$ cat src/srcp_pkg.sv
/*
  package for the sleep and reset control block: register map, field
  positions, reset values, mode codes and timing counts.
  assumes a 100 MHz pclk and an APB master with 32-bit data.
*/
package srcp_pkg;
  // byte addresses on APB
  localparam logic [7:0] SLEEP_CONTROL_ADDR = 8'h00;
  localparam logic [7:0] RESET_CAUSE_FLAGS_ADDR = 8'h04;
  localparam logic [7:0] SOFT_RESET_REGISTER_ADDR = 8'h08;
  localparam logic [7:0] SLEEP_STATUS_ADDR = 8'h0C;
  // sleep_control fields
  localparam int SLEEP_ENABLE_BIT_POS = 0;
  localparam int SLEEP_DEPTH_LSB = 1;
  localparam logic [7:0] SLEEP_CONTROL_RESET = 8'h00;
  localparam logic [7:0] SLEEP_CONTROL_MASK = 8'h07;
  // sleep depth codes
  localparam logic [1:0] DEPTH_IDLE = 2'h0;
  localparam logic [1:0] DEPTH_STANDBY = 2'h1;
  localparam logic [1:0] POWER_DOWN_CODE = 2'h2;
  // reset cause flag positions
  localparam int FLAG_POWER_ON = 0;
  localparam int FLAG_BROWNOUT = 1;
  localparam int FLAG_PIN = 2;
  localparam int FLAG_WATCHDOG = 3;
  localparam int FLAG_SOFTWARE = 4;
  localparam int FLAG_DEBUG = 5;
  localparam int NUM_FLAGS = 6;
  localparam int SOFT_RESET_TRIGGER_POS = 0;
  // brown-out fuse mode that waits for detector ready
  localparam logic [1:0] BOD_WAIT_MODE = 2'h3;
  // timing
  localparam int WAKE_CYCLES = 6;
  localparam int INIT_CYCLES = 16;
  localparam int CLK_PERIOD_NS = 10;
  localparam int OSC_STARTUP_NS = 200;
  localparam int OSC_STARTUP_CYCLES =
    (OSC_STARTUP_NS + CLK_PERIOD_NS - 1) / CLK_PERIOD_NS;
  localparam int SUT_STEP_NS = 1000;
  localparam int SUT_STEP_CYCLES =
    (SUT_STEP_NS + CLK_PERIOD_NS - 1) / CLK_PERIOD_NS;
  localparam int CNT_W = 16;
  // reset sequencer states
  typedef enum logic [2:0] {
    RST_HOLD = 3'b001,
    RST_INIT = 3'b010,
    RST_RUN = 3'b100
  } srcp_rst_state_t;
  // sleep controller states
  typedef enum logic [2:0] {
    SLP_ACTIVE = 3'b001,
    SLP_ASLEEP = 3'b010,
    SLP_WAKING = 3'b100
  } srcp_slp_state_t;
endpackage

$ cat src/srcp_sync_if.sv
/*
  interface carrying the raw asynchronous reset-source levels to the
  synchroniser and the filtered levels back.
  assumes all raw inputs are levels, not pulses.
*/
interface srcp_sync_if;
  logic [4:0] raw;
  logic [4:0] clean;
  modport src (output raw, input clean);
  modport snk (input raw, output clean);
endinterface

$ cat src/srcp_sync.sv
/*
  three flop synchronisers for asynchronous pin and detector levels;
  a change counts once the second and third stage agree.
  assumes pclk free running.
*/
module srcp_sync #(
  parameter int WIDTH = 5,
  parameter logic [4:0] RESET_VAL = 5'h00
) (
  // clock and reset
  input wire logic pclk,
  input wire logic presetn,
  // levels
  srcp_sync_if.snk sif
);
  initial begin
    if (WIDTH != 5) begin
      $error("srcp_sync width must be 5");
    end
  end
  logic [4:0] s1_r;
  logic [4:0] s2_r;
  logic [4:0] s3_r;
  logic [4:0] out_r;
  always_ff @(posedge pclk or negedge presetn) begin
    if (!presetn) begin
      s1_r <= RESET_VAL;
      s2_r <= RESET_VAL;
      s3_r <= RESET_VAL;
    end else begin
      s1_r <= sif.raw;
      s2_r <= s1_r;
      s3_r <= s2_r;
    end
  end
  // per bit: accept a new level only when stages two and three agree
  always_ff @(posedge pclk or negedge presetn) begin
    if (!presetn) begin
      out_r <= RESET_VAL;
    end else begin
      for (int i = 0; i < 5; i++) begin
        if (s2_r[i] == s3_r[i]) begin
          out_r[i] <= s3_r[i];
        end
      end
    end
  end
  assign sif.clean = out_r;
endmodule

$ cat src/srcp_top.sv
/*
  sleep and reset control: sleep mode register and wake sequencing,
  reset source collection, reset sequencing, fuse reload request and
  reset cause flags, all on APB.
  assumes presetn is the power-on reset from the supply detector, and
  the core, watchdog and debug port drive their request levels here.
*/
// Summary of operation
// - wake takes 6 clocks from idle, plus oscillator start from deeper modes.
// - brown-out fuse mode 3 holds code after wake until detector ready.
// - with that wait, latency is the longer of normal wake and ready.
// - a debug break wakes the device even without pending interrupt.
// - sleep depth field bits 2:1: 0 idle, 1 standby, 2 power-down.
// - controller always runs; sources reset only when enabled.
// - every reset requests a reload of fuse and signature registers.
// - each reset records its cause in the reset cause flags.
// - power-on holds reset until start-up delay and init complete.
// - supply falling below detection level re-enters reset at once.
// - brown-out level from fuse, forced minimum in reset when unused.
// - reset pin is a source only when its fuse enables it.
// - enabled pin holds reset while low, releases after it goes high.
// - watchdog time-out issues a watchdog reset.
// - writing one to soft reset trigger generates full system reset.
// - soft reset acts at once and holds until sequence completes.
// - debug-port reset is driven only from the debug interface.
// - cause flags clear on write one; power-on clears all but its own.
// - soft reset trigger always reads back zero.
module srcp_top #(
  parameter int WAKE_CNT = srcp_pkg::WAKE_CYCLES,
  parameter int OSC_CNT = srcp_pkg::OSC_STARTUP_CYCLES,
  parameter int INIT_CNT = srcp_pkg::INIT_CYCLES,
  parameter int SUT_STEP = srcp_pkg::SUT_STEP_CYCLES
) (
  // clock and power-on reset
  input wire logic pclk,
  input wire logic presetn,
  // apb slave
  input wire logic psel,
  input wire logic penable,
  input wire logic pwrite,
  input wire logic [7:0] paddr,
  input wire logic [31:0] pwdata,
  output logic [31:0] prdata,
  output logic pready,
  output logic pslverr,
  // fuses
  input wire logic [1:0] bod_active_fuse,
  input wire logic [2:0] bod_level_fuse,
  input wire logic bod_used_fuse,
  input wire logic reset_pin_config,
  input wire logic [2:0] startup_delay_setting,
  // asynchronous reset sources and detector
  input wire logic supply_low,
  input wire logic brownout_trip,
  input wire logic brownout_ready,
  input wire logic reset_pin_n,
  // same-clock requests
  input wire logic watchdog_timeout,
  input wire logic debug_port_reset,
  input wire logic debug_break,
  input wire logic sleep_instr,
  input wire logic wake_irq,
  // outputs
  output logic sys_reset_n,
  output logic fuse_reload,
  output logic cpu_run,
  output logic [1:0] sleep_mode_out,
  output logic asleep,
  output logic [2:0] bod_level_out
);
  initial begin
    if (WAKE_CNT < 1 || OSC_CNT < 0 || INIT_CNT < 1 || SUT_STEP < 1 ||
        WAKE_CNT + OSC_CNT >= 2 ** srcp_pkg::CNT_W ||
        INIT_CNT + 7 * SUT_STEP >= 2 ** srcp_pkg::CNT_W) begin
      $error("srcp_top counts out of range");
    end
  end

  function automatic logic [15:0] cnt16(input int v);
    cnt16 = v[15:0];
  endfunction

  // synchronised asynchronous levels: supply_low, trip, ready, pin_n
  srcp_sync_if sif();
  assign sif.raw = {1'b0, reset_pin_n, brownout_ready, brownout_trip,
                    supply_low};
  srcp_sync #(.WIDTH(5), .RESET_VAL(5'h08)) u_sync (
    .pclk(pclk),
    .presetn(presetn),
    .sif(sif)
  );
  logic supply_low_s;
  logic bod_trip_s;
  logic bod_ready_s;
  logic pin_n_s;
  assign supply_low_s = sif.clean[0];
  assign bod_trip_s = sif.clean[1];
  assign bod_ready_s = sif.clean[2];
  assign pin_n_s = sif.clean[3];

  // apb decode
  logic acc;
  logic wr;
  logic rd;
  logic mapped;
  assign acc = psel && penable;
  assign wr = acc && pwrite;
  assign rd = acc && !pwrite;
  assign mapped = paddr == srcp_pkg::SLEEP_CONTROL_ADDR ||
                  paddr == srcp_pkg::RESET_CAUSE_FLAGS_ADDR ||
                  paddr == srcp_pkg::SOFT_RESET_REGISTER_ADDR ||
                  paddr == srcp_pkg::SLEEP_STATUS_ADDR;

  // reset source requests; pin and brown-out each gated by its fuse enable
  logic soft_req;
  logic pin_req;
  logic bod_req;
  logic [srcp_pkg::NUM_FLAGS-1:0] src_vec;
  assign soft_req = wr && pready == 1'b0 &&
                    paddr == srcp_pkg::SOFT_RESET_REGISTER_ADDR &&
                    pwdata[srcp_pkg::SOFT_RESET_TRIGGER_POS];
  assign pin_req = reset_pin_config && !pin_n_s;
  assign bod_req = bod_used_fuse && bod_trip_s;
  always_comb begin
    src_vec = '0;
    src_vec[srcp_pkg::FLAG_BROWNOUT] = bod_req;
    src_vec[srcp_pkg::FLAG_PIN] = pin_req;
    src_vec[srcp_pkg::FLAG_WATCHDOG] = watchdog_timeout;
    src_vec[srcp_pkg::FLAG_SOFTWARE] = soft_req;
    src_vec[srcp_pkg::FLAG_DEBUG] = debug_port_reset;
  end

  // reset sequencer
  srcp_pkg::srcp_rst_state_t rst_st_r;
  logic [15:0] rst_cnt_r;
  logic por_seq_r;
  logic [15:0] init_len;
  assign init_len = por_seq_r ?
    cnt16(INIT_CNT) + 16'(startup_delay_setting) * cnt16(SUT_STEP) :
    cnt16(INIT_CNT);
  always_ff @(posedge pclk or negedge presetn) begin
    if (!presetn) begin
      rst_st_r <= srcp_pkg::RST_HOLD;
      rst_cnt_r <= 16'h0000;
      por_seq_r <= 1'b1;
    end else if (supply_low_s) begin
      rst_st_r <= srcp_pkg::RST_HOLD;
      rst_cnt_r <= 16'h0000;
      por_seq_r <= 1'b1;
    end else if (|src_vec) begin
      rst_st_r <= srcp_pkg::RST_HOLD;
      rst_cnt_r <= 16'h0000;
      if (src_vec[srcp_pkg::FLAG_BROWNOUT]) begin
        por_seq_r <= 1'b1;
      end
    end else begin
      case (rst_st_r)
        srcp_pkg::RST_HOLD: begin
          rst_st_r <= srcp_pkg::RST_INIT;
          rst_cnt_r <= 16'h0000;
        end
        srcp_pkg::RST_INIT: begin
          if (rst_cnt_r + 16'h0001 >= init_len) begin
            rst_st_r <= srcp_pkg::RST_RUN;
            por_seq_r <= 1'b0;
          end
          rst_cnt_r <= rst_cnt_r + 16'h0001;
        end
        srcp_pkg::RST_RUN: rst_st_r <= srcp_pkg::RST_RUN;
        default: rst_st_r <= srcp_pkg::RST_HOLD;
      endcase
    end
  end
  logic in_reset;
  assign in_reset = rst_st_r != srcp_pkg::RST_RUN;

  // system reset, fuse reload and brown-out level outputs
  always_ff @(posedge pclk or negedge presetn) begin
    if (!presetn) begin
      sys_reset_n <= 1'b0;
      fuse_reload <= 1'b0;
      bod_level_out <= 3'h0;
    end else begin
      sys_reset_n <= !in_reset && !(|src_vec) && !supply_low_s;
      fuse_reload <= rst_st_r == srcp_pkg::RST_HOLD;
      bod_level_out <= (!bod_used_fuse && in_reset) ? 3'h0 :
                       bod_level_fuse;
    end
  end

  // reset cause flags: set wins over write-one clear
  logic [srcp_pkg::NUM_FLAGS-1:0] flags_r;
  logic flag_wr;
  assign flag_wr = wr && !pready &&
                   paddr == srcp_pkg::RESET_CAUSE_FLAGS_ADDR;
  always_ff @(posedge pclk or negedge presetn) begin
    if (!presetn) begin
      flags_r <= 6'h01;
    end else if (supply_low_s) begin
      flags_r <= 6'h01;
    end else begin
      flags_r <= (flags_r & ~(flag_wr ? pwdata[5:0] : 6'h00)) |
                 src_vec;
    end
  end

  // sleep control register
  logic [7:0] sleep_control_r;
  logic sleep_enable_bit;
  logic [1:0] sleep_depth_select;
  assign sleep_enable_bit =
    sleep_control_r[srcp_pkg::SLEEP_ENABLE_BIT_POS];
  assign sleep_depth_select =
    sleep_control_r[srcp_pkg::SLEEP_DEPTH_LSB +: 2];
  always_ff @(posedge pclk or negedge presetn) begin
    if (!presetn) begin
      sleep_control_r <= srcp_pkg::SLEEP_CONTROL_RESET;
    end else if (in_reset) begin
      sleep_control_r <= srcp_pkg::SLEEP_CONTROL_RESET;
    end else if (wr && !pready &&
                 paddr == srcp_pkg::SLEEP_CONTROL_ADDR) begin
      sleep_control_r <= pwdata[7:0] & srcp_pkg::SLEEP_CONTROL_MASK;
    end
  end

  // sleep sequencer
  srcp_pkg::srcp_slp_state_t slp_st_r;
  logic [15:0] wake_cnt_r;
  logic [15:0] wake_len_r;
  logic bod_wait;
  logic wake_done;
  assign bod_wait = bod_active_fuse == srcp_pkg::BOD_WAIT_MODE;
  assign wake_done = wake_cnt_r + 16'h0001 >= wake_len_r &&
                     (!bod_wait || bod_ready_s);
  always_ff @(posedge pclk or negedge presetn) begin
    if (!presetn) begin
      slp_st_r <= srcp_pkg::SLP_ACTIVE;
      wake_cnt_r <= 16'h0000;
      wake_len_r <= 16'h0000;
    end else if (in_reset) begin
      slp_st_r <= srcp_pkg::SLP_ACTIVE;
      wake_cnt_r <= 16'h0000;
    end else begin
      case (slp_st_r)
        srcp_pkg::SLP_ACTIVE: begin
          if (sleep_instr && sleep_enable_bit &&
              sleep_depth_select != 2'h3) begin
            slp_st_r <= srcp_pkg::SLP_ASLEEP;
            wake_len_r <= sleep_depth_select == srcp_pkg::DEPTH_IDLE ?
              cnt16(WAKE_CNT) : cnt16(WAKE_CNT + OSC_CNT);
          end
        end
        srcp_pkg::SLP_ASLEEP: begin
          if (wake_irq || debug_break) begin
            slp_st_r <= srcp_pkg::SLP_WAKING;
            wake_cnt_r <= 16'h0000;
          end
        end
        srcp_pkg::SLP_WAKING: begin
          if (wake_done) begin
            slp_st_r <= srcp_pkg::SLP_ACTIVE;
          end
          if (wake_cnt_r != 16'hFFFF) begin
            wake_cnt_r <= wake_cnt_r + 16'h0001;
          end
        end
        default: slp_st_r <= srcp_pkg::SLP_ACTIVE;
      endcase
    end
  end

  // core run and sleep status outputs
  always_ff @(posedge pclk or negedge presetn) begin
    if (!presetn) begin
      cpu_run <= 1'b0;
      asleep <= 1'b0;
      sleep_mode_out <= srcp_pkg::DEPTH_IDLE;
    end else begin
      cpu_run <= !in_reset && slp_st_r == srcp_pkg::SLP_ACTIVE;
      asleep <= slp_st_r == srcp_pkg::SLP_ASLEEP;
      sleep_mode_out <= sleep_depth_select;
    end
  end

  // apb: one wait state, answer in the access cycle's second edge
  always_ff @(posedge pclk or negedge presetn) begin
    if (!presetn) begin
      pready <= 1'b0;
      pslverr <= 1'b0;
      prdata <= 32'h0000_0000;
    end else if (acc && !pready) begin
      pready <= 1'b1;
      pslverr <= !mapped;
      case (paddr)
        srcp_pkg::SLEEP_CONTROL_ADDR:
          prdata <= {24'h00_0000, sleep_control_r};
        srcp_pkg::RESET_CAUSE_FLAGS_ADDR:
          prdata <= {26'h000_0000, flags_r};
        srcp_pkg::SOFT_RESET_REGISTER_ADDR:
          prdata <= 32'h0000_0000;
        srcp_pkg::SLEEP_STATUS_ADDR:
          prdata <= {29'h0000_0000, slp_st_r};
        default: prdata <= 32'h0000_0000;
      endcase
    end else begin
      pready <= 1'b0;
      pslverr <= 1'b0;
      prdata <= 32'h0000_0000;
    end
  end

  // checks
  a_soft_reset_hold: assert property (@(posedge pclk) disable iff (!presetn)
    soft_req |=> !sys_reset_n) else $error("soft reset not applied");
  a_soft_reads_zero: assert property (@(posedge pclk) disable iff (!presetn)
    $rose(pready) && !pwrite &&
    $past(paddr) == srcp_pkg::SOFT_RESET_REGISTER_ADDR |-> prdata == 0)
    else $error("soft reset trigger read nonzero");
  a_supply_drop_reset: assert property (@(posedge pclk) disable iff (!presetn)
    supply_low_s |=> !sys_reset_n && flags_r == 6'h01)
    else $error("supply drop missed");
  a_pin_holds_reset: assert property (@(posedge pclk) disable iff (!presetn)
    reset_pin_config && !pin_n_s |=> !sys_reset_n)
    else $error("pin reset not held");
  a_pin_fuse_gate: assert property (@(posedge pclk) disable iff (!presetn)
    !reset_pin_config |-> !src_vec[srcp_pkg::FLAG_PIN])
    else $error("pin reset while disabled");
  a_cause_recorded: assert property (@(posedge pclk) disable iff (!presetn)
    watchdog_timeout && !supply_low_s |=> flags_r[srcp_pkg::FLAG_WATCHDOG])
    else $error("watchdog cause lost");
  a_debug_break_wake: assert property (@(posedge pclk) disable iff (!presetn)
    slp_st_r == srcp_pkg::SLP_ASLEEP && debug_break && !in_reset
    |=> slp_st_r == srcp_pkg::SLP_WAKING) else $error("break no wake");
  a_idle_wake_six: assert property (@(posedge pclk) disable iff (!presetn)
    slp_st_r == srcp_pkg::SLP_WAKING && wake_len_r == 16'(WAKE_CNT) &&
    !bod_wait && $past(slp_st_r) == srcp_pkg::SLP_ASLEEP && !in_reset
    |-> ##6 slp_st_r == srcp_pkg::SLP_ACTIVE || in_reset)
    else $error("idle wake not six cycles");
  a_bod_wait_hold: assert property (@(posedge pclk) disable iff (!presetn)
    slp_st_r == srcp_pkg::SLP_WAKING && bod_wait && !bod_ready_s &&
    !in_reset |=> slp_st_r != srcp_pkg::SLP_ACTIVE || in_reset)
    else $error("woke before detector ready");
  a_bod_forced_min: assert property (@(posedge pclk) disable iff (!presetn)
    !bod_used_fuse && in_reset |=> bod_level_out == 3'h0)
    else $error("unused detector level not forced");
endmodule

$ cat config.mk
export PLATFORM = sky130hd
export DESIGN_NAME = srcp_top
export DESIGN_NICKNAME = d
export VERILOG_FILES = /design/src/srcp_pkg.sv /design/src/srcp_sync_if.sv /design/src/srcp_sync.sv /design/src/srcp_top.sv
export SDC_FILE = /design/constraint.sdc
export NUM_CORES = 1
export LEC_CHECK = 0
export ABC_AREA = 1
export BUFFER_PORTS_ARGS = -buffer_cell sky130_fd_sc_hd__buf_2
export CELL_PAD_IN_SITES_DETAIL_PLACEMENT = 2
export CELL_PAD_IN_SITES_GLOBAL_PLACEMENT = 2
export CORE_MARGIN = 1.5
export CORE_UTILIZATION = 32
export CTS_CLUSTER_DIAMETER = 150
export DETAILED_ROUTE_END_ITERATION = 8
export MAX_ROUTING_LAYER = met4
export PLACE_DENSITY = 0.79
export SLEW_MARGIN = 5
export SYNTH_ARGS = -nofsm -noshare
export SYNTH_HDL_FRONTEND = slang
export SYNTH_SLANG_ARGS = --single-unit
export TNS_END_PERCENT = 30
$ cat constraint.sdc
create_clock -name pclk -period 2.9 [get_ports pclk]
set_input_delay 0.29 -clock pclk [delete_from_list [all_inputs] [get_ports pclk]]
set_output_delay 0.29 -clock pclk [all_outputs]
set_load 0.05 [all_outputs]
# Word level (Yosys, flattened, before mapping)
# Index checks and enable logic that the tools add are counted.
[op_classes] addsub=3 n_mul=1 n_lt_le_gt_ge=2 eq_ne=23 muxes=32 bitwise=5 n_reduce_logical=43
[op_table] op="2-to-1 mux 16 bit" count=5
[op_table] op="one-hot mux 16 bit (2 select lines)" count=2
[op_table] op="adder 16 x 1 -> 16 bit, second input constant" count=2
[op_table] op="2-to-1 mux 32 bit" count=1
[op_table] op="2-to-1 mux 3 bit" count=8
[op_table] op="one-hot mux 8 bit (3 select lines)" count=1
[op_table] op="logical AND 1 bit" count=18
[op_table] op="one-hot mux 3 bit (3 select lines)" count=2
[op_table] op="== test 8 x 4 -> 1 bit, second input constant" count=2
[op_table] op=">= comparator 16 x 11 -> 1 bit" count=1
[op_table] op=">= comparator 16 bit" count=1
[op_table] op="2-to-1 mux 8 bit" count=2
[op_table] op="inequality test 16 bit, second input constant" count=1
[op_table] op="inequality test 3 bit, second input constant" count=5
[op_table] op="2-to-1 mux 6 bit" count=2
[op_table] op="AND reduction 3 bit" count=4
[op_table] op="adder 5 x 10 -> 11 bit, first input constant" count=1
[op_table] op="2-to-1 mux 11 bit" count=1
[op_table] op="nonzero test 3 bit" count=3
[op_table] op="== test 8 x 3 -> 1 bit, second input constant" count=1
[op_table] op="logical NOT 1 bit" count=8
[op_table] op="logical NOT 8 bit" count=1
[op_table] op="multiplier 3 x 5 -> 8 bit, second input constant" count=1
[op_table] op="2-to-1 mux 1 bit" count=7
[op_table] op="18 further kinds" count=29
[word_totals] regBits=128 inputBits=64 out_inout_bits=43 wordCells=133

# Logic depth before layout (Yosys ltp)
# Gate-level depths: netlist of the first run.
[logic_depth] depth_word=9 ltp_mapped=19 depth_no_buf=19

# Modules after synthesis
# Synthesis of the first run repeated with hierarchy kept, for this count alone.
[unflattened] hier_cells=605 area_unflattened_um2=4951.0
[modules_own_cells] module="srcp_top" n_inst=1 cells_per_inst=565 area_per_inst_um2=4364.2 seq_area_each_um2=1706.6
[modules_own_cells] module="srcp_sync" n_inst=1 cells_per_inst=40 area_per_inst_um2=586.8 seq_area_each_um2=505.5

# Worst setup path before layout of the first run
# Ideal clock, no wire load.
[synth_path] path_kind="input to register" from="input port startup_delay_setting[1]" to="register rst_st_r[2]" setup_ps=113 t_arrival_ps=2241 t_required_ps=2787 path_slack_ps=546 cell_stages=19 n_path_buf=0 path_cell_list="inv_1 ha_1 inv_1 ha_1 inv_1 nor3_1 nand3b_1 ha_1 a21oi_1 o21a_1 o21ai_0 nand2_1 nand2_1 nand2_1 nand2_1 nand2_1 nand3_1 nand2_1 inv_1"
[synth_between] elab_chain_len=5
[synth_lines] item="start: declaration" line_no="srcp_top.sv:51" text="input wire logic [2:0] startup_delay_setting,"
[synth_lines] item="multiplier 3 x 5 -> 8 bit" line_no="srcp_top.sv:139" text="cnt16(INIT_CNT) + 16'(startup_delay_setting) * cnt16(SUT_STEP) :"
[synth_lines] item="adder 5 x 10 -> 11 bit" line_no="srcp_top.sv:139"
[synth_lines] item="2-to-1 mux 11 bit" line_no="srcp_top.sv:138" text="assign init_len = por_seq_r ?"
[synth_lines] item=">= comparator 16 x 11 -> 1 bit" line_no="srcp_top.sv:163" text="if (rst_cnt_r + 16'h0001 >= init_len) begin"
[synth_lines] item="inequality test 4 x 3 -> 1 bit (no line)"
[synth_lines] item="end signal: assignment" line_no="srcp_top.sv:143" text="rst_st_r <= srcp_pkg::RST_HOLD;"
[synth_lines] item="end signal: assignment" line_no="srcp_top.sv:164" text="rst_st_r <= srcp_pkg::RST_RUN;"
[synth_lines] item="end signal: assignment" line_no="srcp_top.sv:169" text="srcp_pkg::RST_RUN: rst_st_r <= srcp_pkg::RST_RUN;"
[synth_lines] item="end: declaration" line_no="srcp_top.sv:134" text="srcp_pkg::srcp_rst_state_t rst_st_r;"
# No other way between the ends.
# A chain may end at the register's enable or synchronous reset.

# Final worst setup path of the first run
[layout_path] from="register rst_cnt_r[0]" to="register rst_st_r[2]"
[layout_between] elab_chain_len=3
[layout_lines] item="start: declaration" line_no="srcp_top.sv:135" text="logic [15:0] rst_cnt_r;"
[layout_lines] item="start signal: assignment" line_no="srcp_top.sv:167" text="rst_cnt_r <= rst_cnt_r + 16'h0001;"
[layout_lines] item="adder 16 x 1 -> 16 bit" line_no="srcp_top.sv:163"
[layout_lines] item=">= comparator 16 x 11 -> 1 bit" line_no="srcp_top.sv:163"
[layout_lines] item="inequality test 4 x 3 -> 1 bit (no line)"
[layout_lines] item="end signal: assignment" line_no="srcp_top.sv:164"
[layout_lines] item="end signal: assignment" line_no="srcp_top.sv:169"
[layout_lines] item="end signal: assignment" line_no="srcp_top.sv:170" text="default: rst_st_r <= srcp_pkg::RST_HOLD;"
# No other way between the ends.

==> impl_metrics.ini, run 1 <==
[power_and_ir_drop]
vdd_ir_drop_max_mv = 0.2646
cellPowerDensity_nw_per_um2 = 486.6
leakage_nw = 2.690

[timing]
slew_headroom_pct = 26.19
finalWorstPathRequiredPeriod_ns = 2.557
fmax_mhz = 391.1
grt_setup_unrepaired = false
fin_tns_setup_ns = 0
finalClockSkew_ns = 0.009327
worst_slew_pin_slew_ns = 1.107
report.final.hold_viol_count = 0
final_min_period_over_clock_period_pct = 88.18
report.final.slew_viol_count = 0
final-setup-viol-count = 0

[placed_design]
detailed_place_hpwl_mm = 10.42
numPortBuffers = 54
place.gp.congestion = 0.7511

[critical_path]
timing.reg2reg.setup_slack_ns = 0.34
timing.rr.end = rst_st_r[2]
critical_path.startpoint_type = flop
critPathMaxFanout = 4
endpoint_kind = flop
worst_r2r_path_depth = 15
timing.critical_path.arrival_ns = 2.82
critical_path_required_ns = 3.16
critical_path.reg2reg.startpoint = rst_cnt_r[0]
timing.setup.critical_path_class = flop to flop

[floorplanning]
floorplan.die.height_um = 125.9
coreArea_um2 = 14640
io_pins = 107
fp.dieW_um = 125.9
floorplan.die_area_um2 = 15840
row_count = 44
start_util_pct = 32.98

[finish]
area_delta_synth_final_pct = 14.02
design.final.nets = 729
antenna-diode-count = 0
mostFrequentLayoutCell = nand2_1
post-route-util_pct = 37.60
post_route_cells_drive_above_1_share_pct = 18.21
commonest_cells_after_routing_fill_and_taps_aside = nand2_1 (123), inv_1 (89), dfrtp_1 (76)

[synth]
yosys.cell_types.count = 42
netlist_top_cells_area = dfrtp_1 (39%), nand2_1 (9.6%), inv_1 (6.9%)
synthesis.area_per_instance_um2 = 8.270
largest_area_contributor_in_the_synthesized_netlist = dfrtp_1
synth_seq_area_share_pct = 43.73
synth_top_area_share_pct = 39.38
netlist_instances = 584
synth-seq-cells = 84
post_synth_instance_area_um2 = 4830
yosys_warnings = 0

[routing]
drt_iter0_drc = 119
total_vias_in_the_final_route = 4054
post_drt_via_cell_ratio = 4.873
antenna_left = 0
detail_route.first_pass.iterations = 6
postRouteWirelength_mm = 13.81
routed_wire_length_per_instance_um = 16.60
route.detailed.drc = 0

[global_route]
overall_overflow_remaining_after_global_route = 0
grt_first_pass_wirelength_mm = 23.66
grt_use_total_pct = 19.20
first_global_vias = 4683
antenna_found_initial = 0
largest_net_degree_at_the_start_of_global_routing = 85

[clock_tree]
clock_tree_from_tritoncts = yes
ctsResizeCount = 0
clock-sinks = 84
cts-root-buf = clkbuf_16
cts-hold-fix-buffers = 0
worstSkewPairLatency_ns = 0.36
clk_pin_slew_worst_paths_ns = 0.07
cts_made_buffers = 9
cts_setup_buffers = 0
h-tree-depth = 3
cts_buffer_depth = 2

[flow_run]
max_cap_violations = 0

[hold_path]
hold_path_depth = 1
hold_path_end = u_sync.s1_r[3]
timing.hold.worst.start = reset_pin_n
hold_path.class = input pin to flop

[status]
status = completed
power by group:
part / leakage, nW / switching (mW) / total [mW] / internal [mW]
clock: 0.147 / 0.543 / 1.22 / 0.680
combinational: 1.45 / 0.184 / 0.238 / 0.0544
sequential: 1.09 / 0.0169 / 1.22 / 1.20
total: 2.69 / 0.744 / 2.68 / 1.94
registers in the layout (all words and copies together), names as in the netlist, 2 cells and up:
signal,count
bod_level_out,3
flags_r,6
prdata,6
rst_cnt_r,16
rst_st_r,3
sleep_control_r,3
sleep_mode_out,2
slp_st_r,3
u_sync.s1_r,4
u_sync.s2_r,4
u_sync.s3_r,4
u_sync.sif.clean,4
wake_cnt_r,16
wake_len_r,3
per-layer routing:
| metal | vias up | share of wire, % | GRT usage [%] |
|---|---|---|---|
| met1 | 2041 | 42 | 21.78 |
| met2 | 55 | 54 | 34.87 |
| met4 | 0 | 1.5 | 5.882 |
| met3 | 16 | 2.2 | 2.889 |
| li1 | 1942 | - | - |
| met5 | - | 0 | - |
critical path: stages (launching register included):
cell,delay [ns]
dfrtp_1,0.41
ha_1,0.23
nand2_1,0.08
nor2_2,0.23
nand3_2,0.16
nor2_2,0.22
nand3_1,0.12
nand2_1,0.12
inv_1,0.06
ha_1,0.20
a21oi_1,0.15
nand3_1,0.11
nor2_1,0.14
nand3_1,0.11
nand2_1,0.08
inv_1,0.03
worst max-delay path by stage:
| stage | start | to | cells past startpoint |
|---|---|---|---|
| floorplan | startup_delay_setting[1] | rst_st_r[2] | 19 |
| global placement | startup_delay_setting[1] | rst_st_r[2] | 20 |
| detailed placement | startup_delay_setting[1] | rst_st_r[2] | 20 |
| CTS | rst_cnt_r[0] | rst_st_r[2] | 15 |
| global route | rst_cnt_r[0] | rst_st_r[2] | 15 |
| finish | rst_cnt_r[0] | rst_st_r[2] | 15 |
Yosys cell counts (all sizes together):
cell and instances:
a211o 1, a21boi 5, a21oi 13, a22o 1, and2 1, and3 1, buf 29, clkbuf 2
conb 1, dfrtp 76, dfstp 8, ha 22, inv 91, maj3 4, nand2 133, nand3 43
nand3b 5, nand4 9, nor2 60, nor3 13, o21a 1, o21ai 28, o21bai 1, o22ai 20
o31ai 1, or2 3, xnor2 1, xor2 11
final cells by class:
class	instances	area (um2)
Fill cell	1721	9138
Timing Repair Buffer	54	272.8
Clock buffer	9	225.2
Inverter	91	341.6
Tap cell	184	230.2
Sequential cell	84	2112
Clock inverter	7	81.33
Multi-Input combinational cell	403	2243
logic make-up after synthesis:
kind of cell,count (synthesis),share of synthesized area (%)
compound gates,71,9.094
simple gates,268,26.63
flops,84,43.73
fa+ha+maj,26,6.528
other cells,1,0.07765
buf+inv,122,11.76
xor+xnor,12,2.176
through the flow:
stage               worst slack (ns)  hold slack, ns  power (mW)  std cells  area (um2)
floorplan                     0.5465       -0.005591       1.420        609        4923
global placement              0.1785          0.3361       1.467        816        5200
detailed placement           0.04359          0.3424       1.481        816        5200
CTS                           0.2883         0.01784       2.717        832        5507
global route                 0.09656         0.01521       2.774        832        5507
finish                        0.3429         0.02813       2.680        832        5507
(Power assumes the default switching activity.)
==> inputs of run 2 (changes only) <==
- PLACE_DENSITY: 0.79 -> 0.87
==> impl_metrics.ini, run 2 (same netlist as run 1, synthesis figures left out) <==
[routing]
drt_iter0_drc = 138
post_drt_via_cell_ratio = 4.899
route.detailed.drc = 0
antenna_left = 0
detail_route.first_pass.iterations = 6
total_vias_in_the_final_route = 4076
routed_wire_length_per_instance_um = 17.64
postRouteWirelength_mm = 14.68

[critical_path]
timing.reg2reg.setup_slack_ns = 0.23
critPathMaxFanout = 4
timing.critical_path.arrival_ns = 2.91
timing.setup.critical_path_class = flop to flop
worst_r2r_path_depth = 16
critical_path_required_ns = 3.14
endpoint_kind = flop
critical_path.startpoint_type = flop

[clock_tree]
cts-root-buf = clkbuf_16
worstSkewPairLatency_ns = 0.34
cts_buffer_depth = 2
clk_pin_slew_worst_paths_ns = 0.06
clock-sinks = 84
cts_made_buffers = 9
h-tree-depth = 3
clock_tree_from_tritoncts = yes

[floorplanning]
floorplan.die.height_um = 125.9
floorplan.die_area_um2 = 15840
row_count = 44
coreArea_um2 = 14640
start_util_pct = 32.98
io_pins = 107
fp.dieW_um = 125.9

[global_route]
grt_first_pass_wirelength_mm = 24.75
first_global_vias = 4868
antenna_found_initial = 0
grt_use_total_pct = 20.41
largest_net_degree_at_the_start_of_global_routing = 85
overall_overflow_remaining_after_global_route = 0

[timing]
fin_tns_setup_ns = 0
setup_slack_ns = 0.2310
final-setup-viol-count = 0
finalWorstPathRequiredPeriod_ns = 2.669
holdWs_ns = 0.04418
slew_headroom_pct = 26.16
final_min_period_over_clock_period_pct = 92.03
worst_slew_pin_slew_ns = 1.108
report.final.slew_viol_count = 0
report.final.hold_viol_count = 0
grt_setup_unrepaired = false
fmax_mhz = 374.7
finalClockSkew_ns = 0.008037

[finish]
mostFrequentLayoutCell = nand2_1
finalNonFillerCells = 832
antenna-diode-count = 0
post_route_cells_drive_above_1_share_pct = 18.21
area_delta_synth_final_pct = 14.69
fillers = 1676
layout_top_registers = rst_cnt_r x16, wake_cnt_r x16
design.final.nets = 729
commonest_cells_after_routing_fill_and_taps_aside = nand2_1 (123), inv_1 (89), dfrtp_1 (76)

[power_and_ir_drop]
report.power.total_mw = 2.766
p_comb_share_pct = 8.8
vdd_ir_drop_max_mv = 0.3253
switchingPower_uw = 705.9
pwr-share-clk_pct = 47.1
sw_ratio_pct = 25.52
seqPwrFrac_pct = 44.1
leakage_nw = 2.705
internal_power_mw = 2.060
cellPowerDensity_nw_per_um2 = 499.3

[placed_design]
detailed_place_hpwl_mm = 10.93
placed_cells_incl_taps = 816
numPortBuffers = 54
pre_cts_slack_ns = -0.03086
place.gp.congestion = 0.7990

[hold_path]
hold_path_depth = 1
hold_path.class = input pin to flop

[flow_run]
max_cap_violations = 0

[status]
status = completed
[run 2: path summary, 6_finish.rpt]
path | endpoint | start
max reg2reg | rst_st_r[2] | rst_cnt_r[0]
max | rst_st_r[2] | rst_cnt_r[0]
min in group asynchronous | prdata[2] | presetn
max in group asynchronous | rst_cnt_r[6] | presetn
min | u_sync.s1_r[3] | reset_pin_n
min reg2reg | u_sync.s2_r[2] | u_sync.s1_r[2]
[run 2: stage by stage]
step,cell area [um2],utilization [%]
floorplan,4923,-
detailed placement,5200,35.51
finish,5539,37.82
global placement,5200,35.51
global route,5539,37.82
CTS,5534,37.79
[run 2: what timing repair did]
item | CTS | global route
hold buffers | 0 | 0
endpoints found under the setup margin | 0 | 3
buffers inserted | 0 | 0
gates resized for setup | 0 | 1
[run 2: final cells by class]
cell class,instances,area (um2),share of cell area (%)
multi-input combinational,403,2248,40.59
sequential,84,2112,38.13
inverter,91,341.6,6.167
timing repair buffer,54,272.8,4.924
clock buffer,11,252.7,4.563
tap,184,230.2,4.156
clock inverter,5,81.33,1.468
[run 2: power groups by stage]
stage,sequential (mW),combinational [mW],clock [mW]
floorplan,1.25,0.170,0
global placement,1.24,0.228,0
CTS,1.22,0.245,1.34
detailed placement,1.24,0.242,0
finish,1.22,0.242,1.30
global route,1.22,0.267,1.38
[run 2: layer usage]
| layer | global-route usage, % | vias to the layer above | wire [um] |
|---|---|---|---|
| met1 | 22.16 | 2056 | 5927 |
| met4 | 5.815 | 0 | 197 |
| met3 | 3.738 | 14 | 433 |
| met2 | 37.98 | 69 | 8119 |
| li1 | - | 1937 | - |
| met5 | - | - | 0 |
[run 2: worst max-delay path, stage by stage, from the launching register on]
cell,delay [ns]
dfrtp_1,0.42
ha_1,0.25
nand2_1,0.12
nor2_4,0.18
nand3_2,0.14
nor2_2,0.22
xor2_1,0.29
inv_1,0.09
ha_1,0.31
nand2_1,0.07
nand2_1,0.05
nand2_1,0.06
nand2_1,0.06
nand2_1,0.09
nand3_1,0.10
nand2_1,0.08
inv_1,0.05
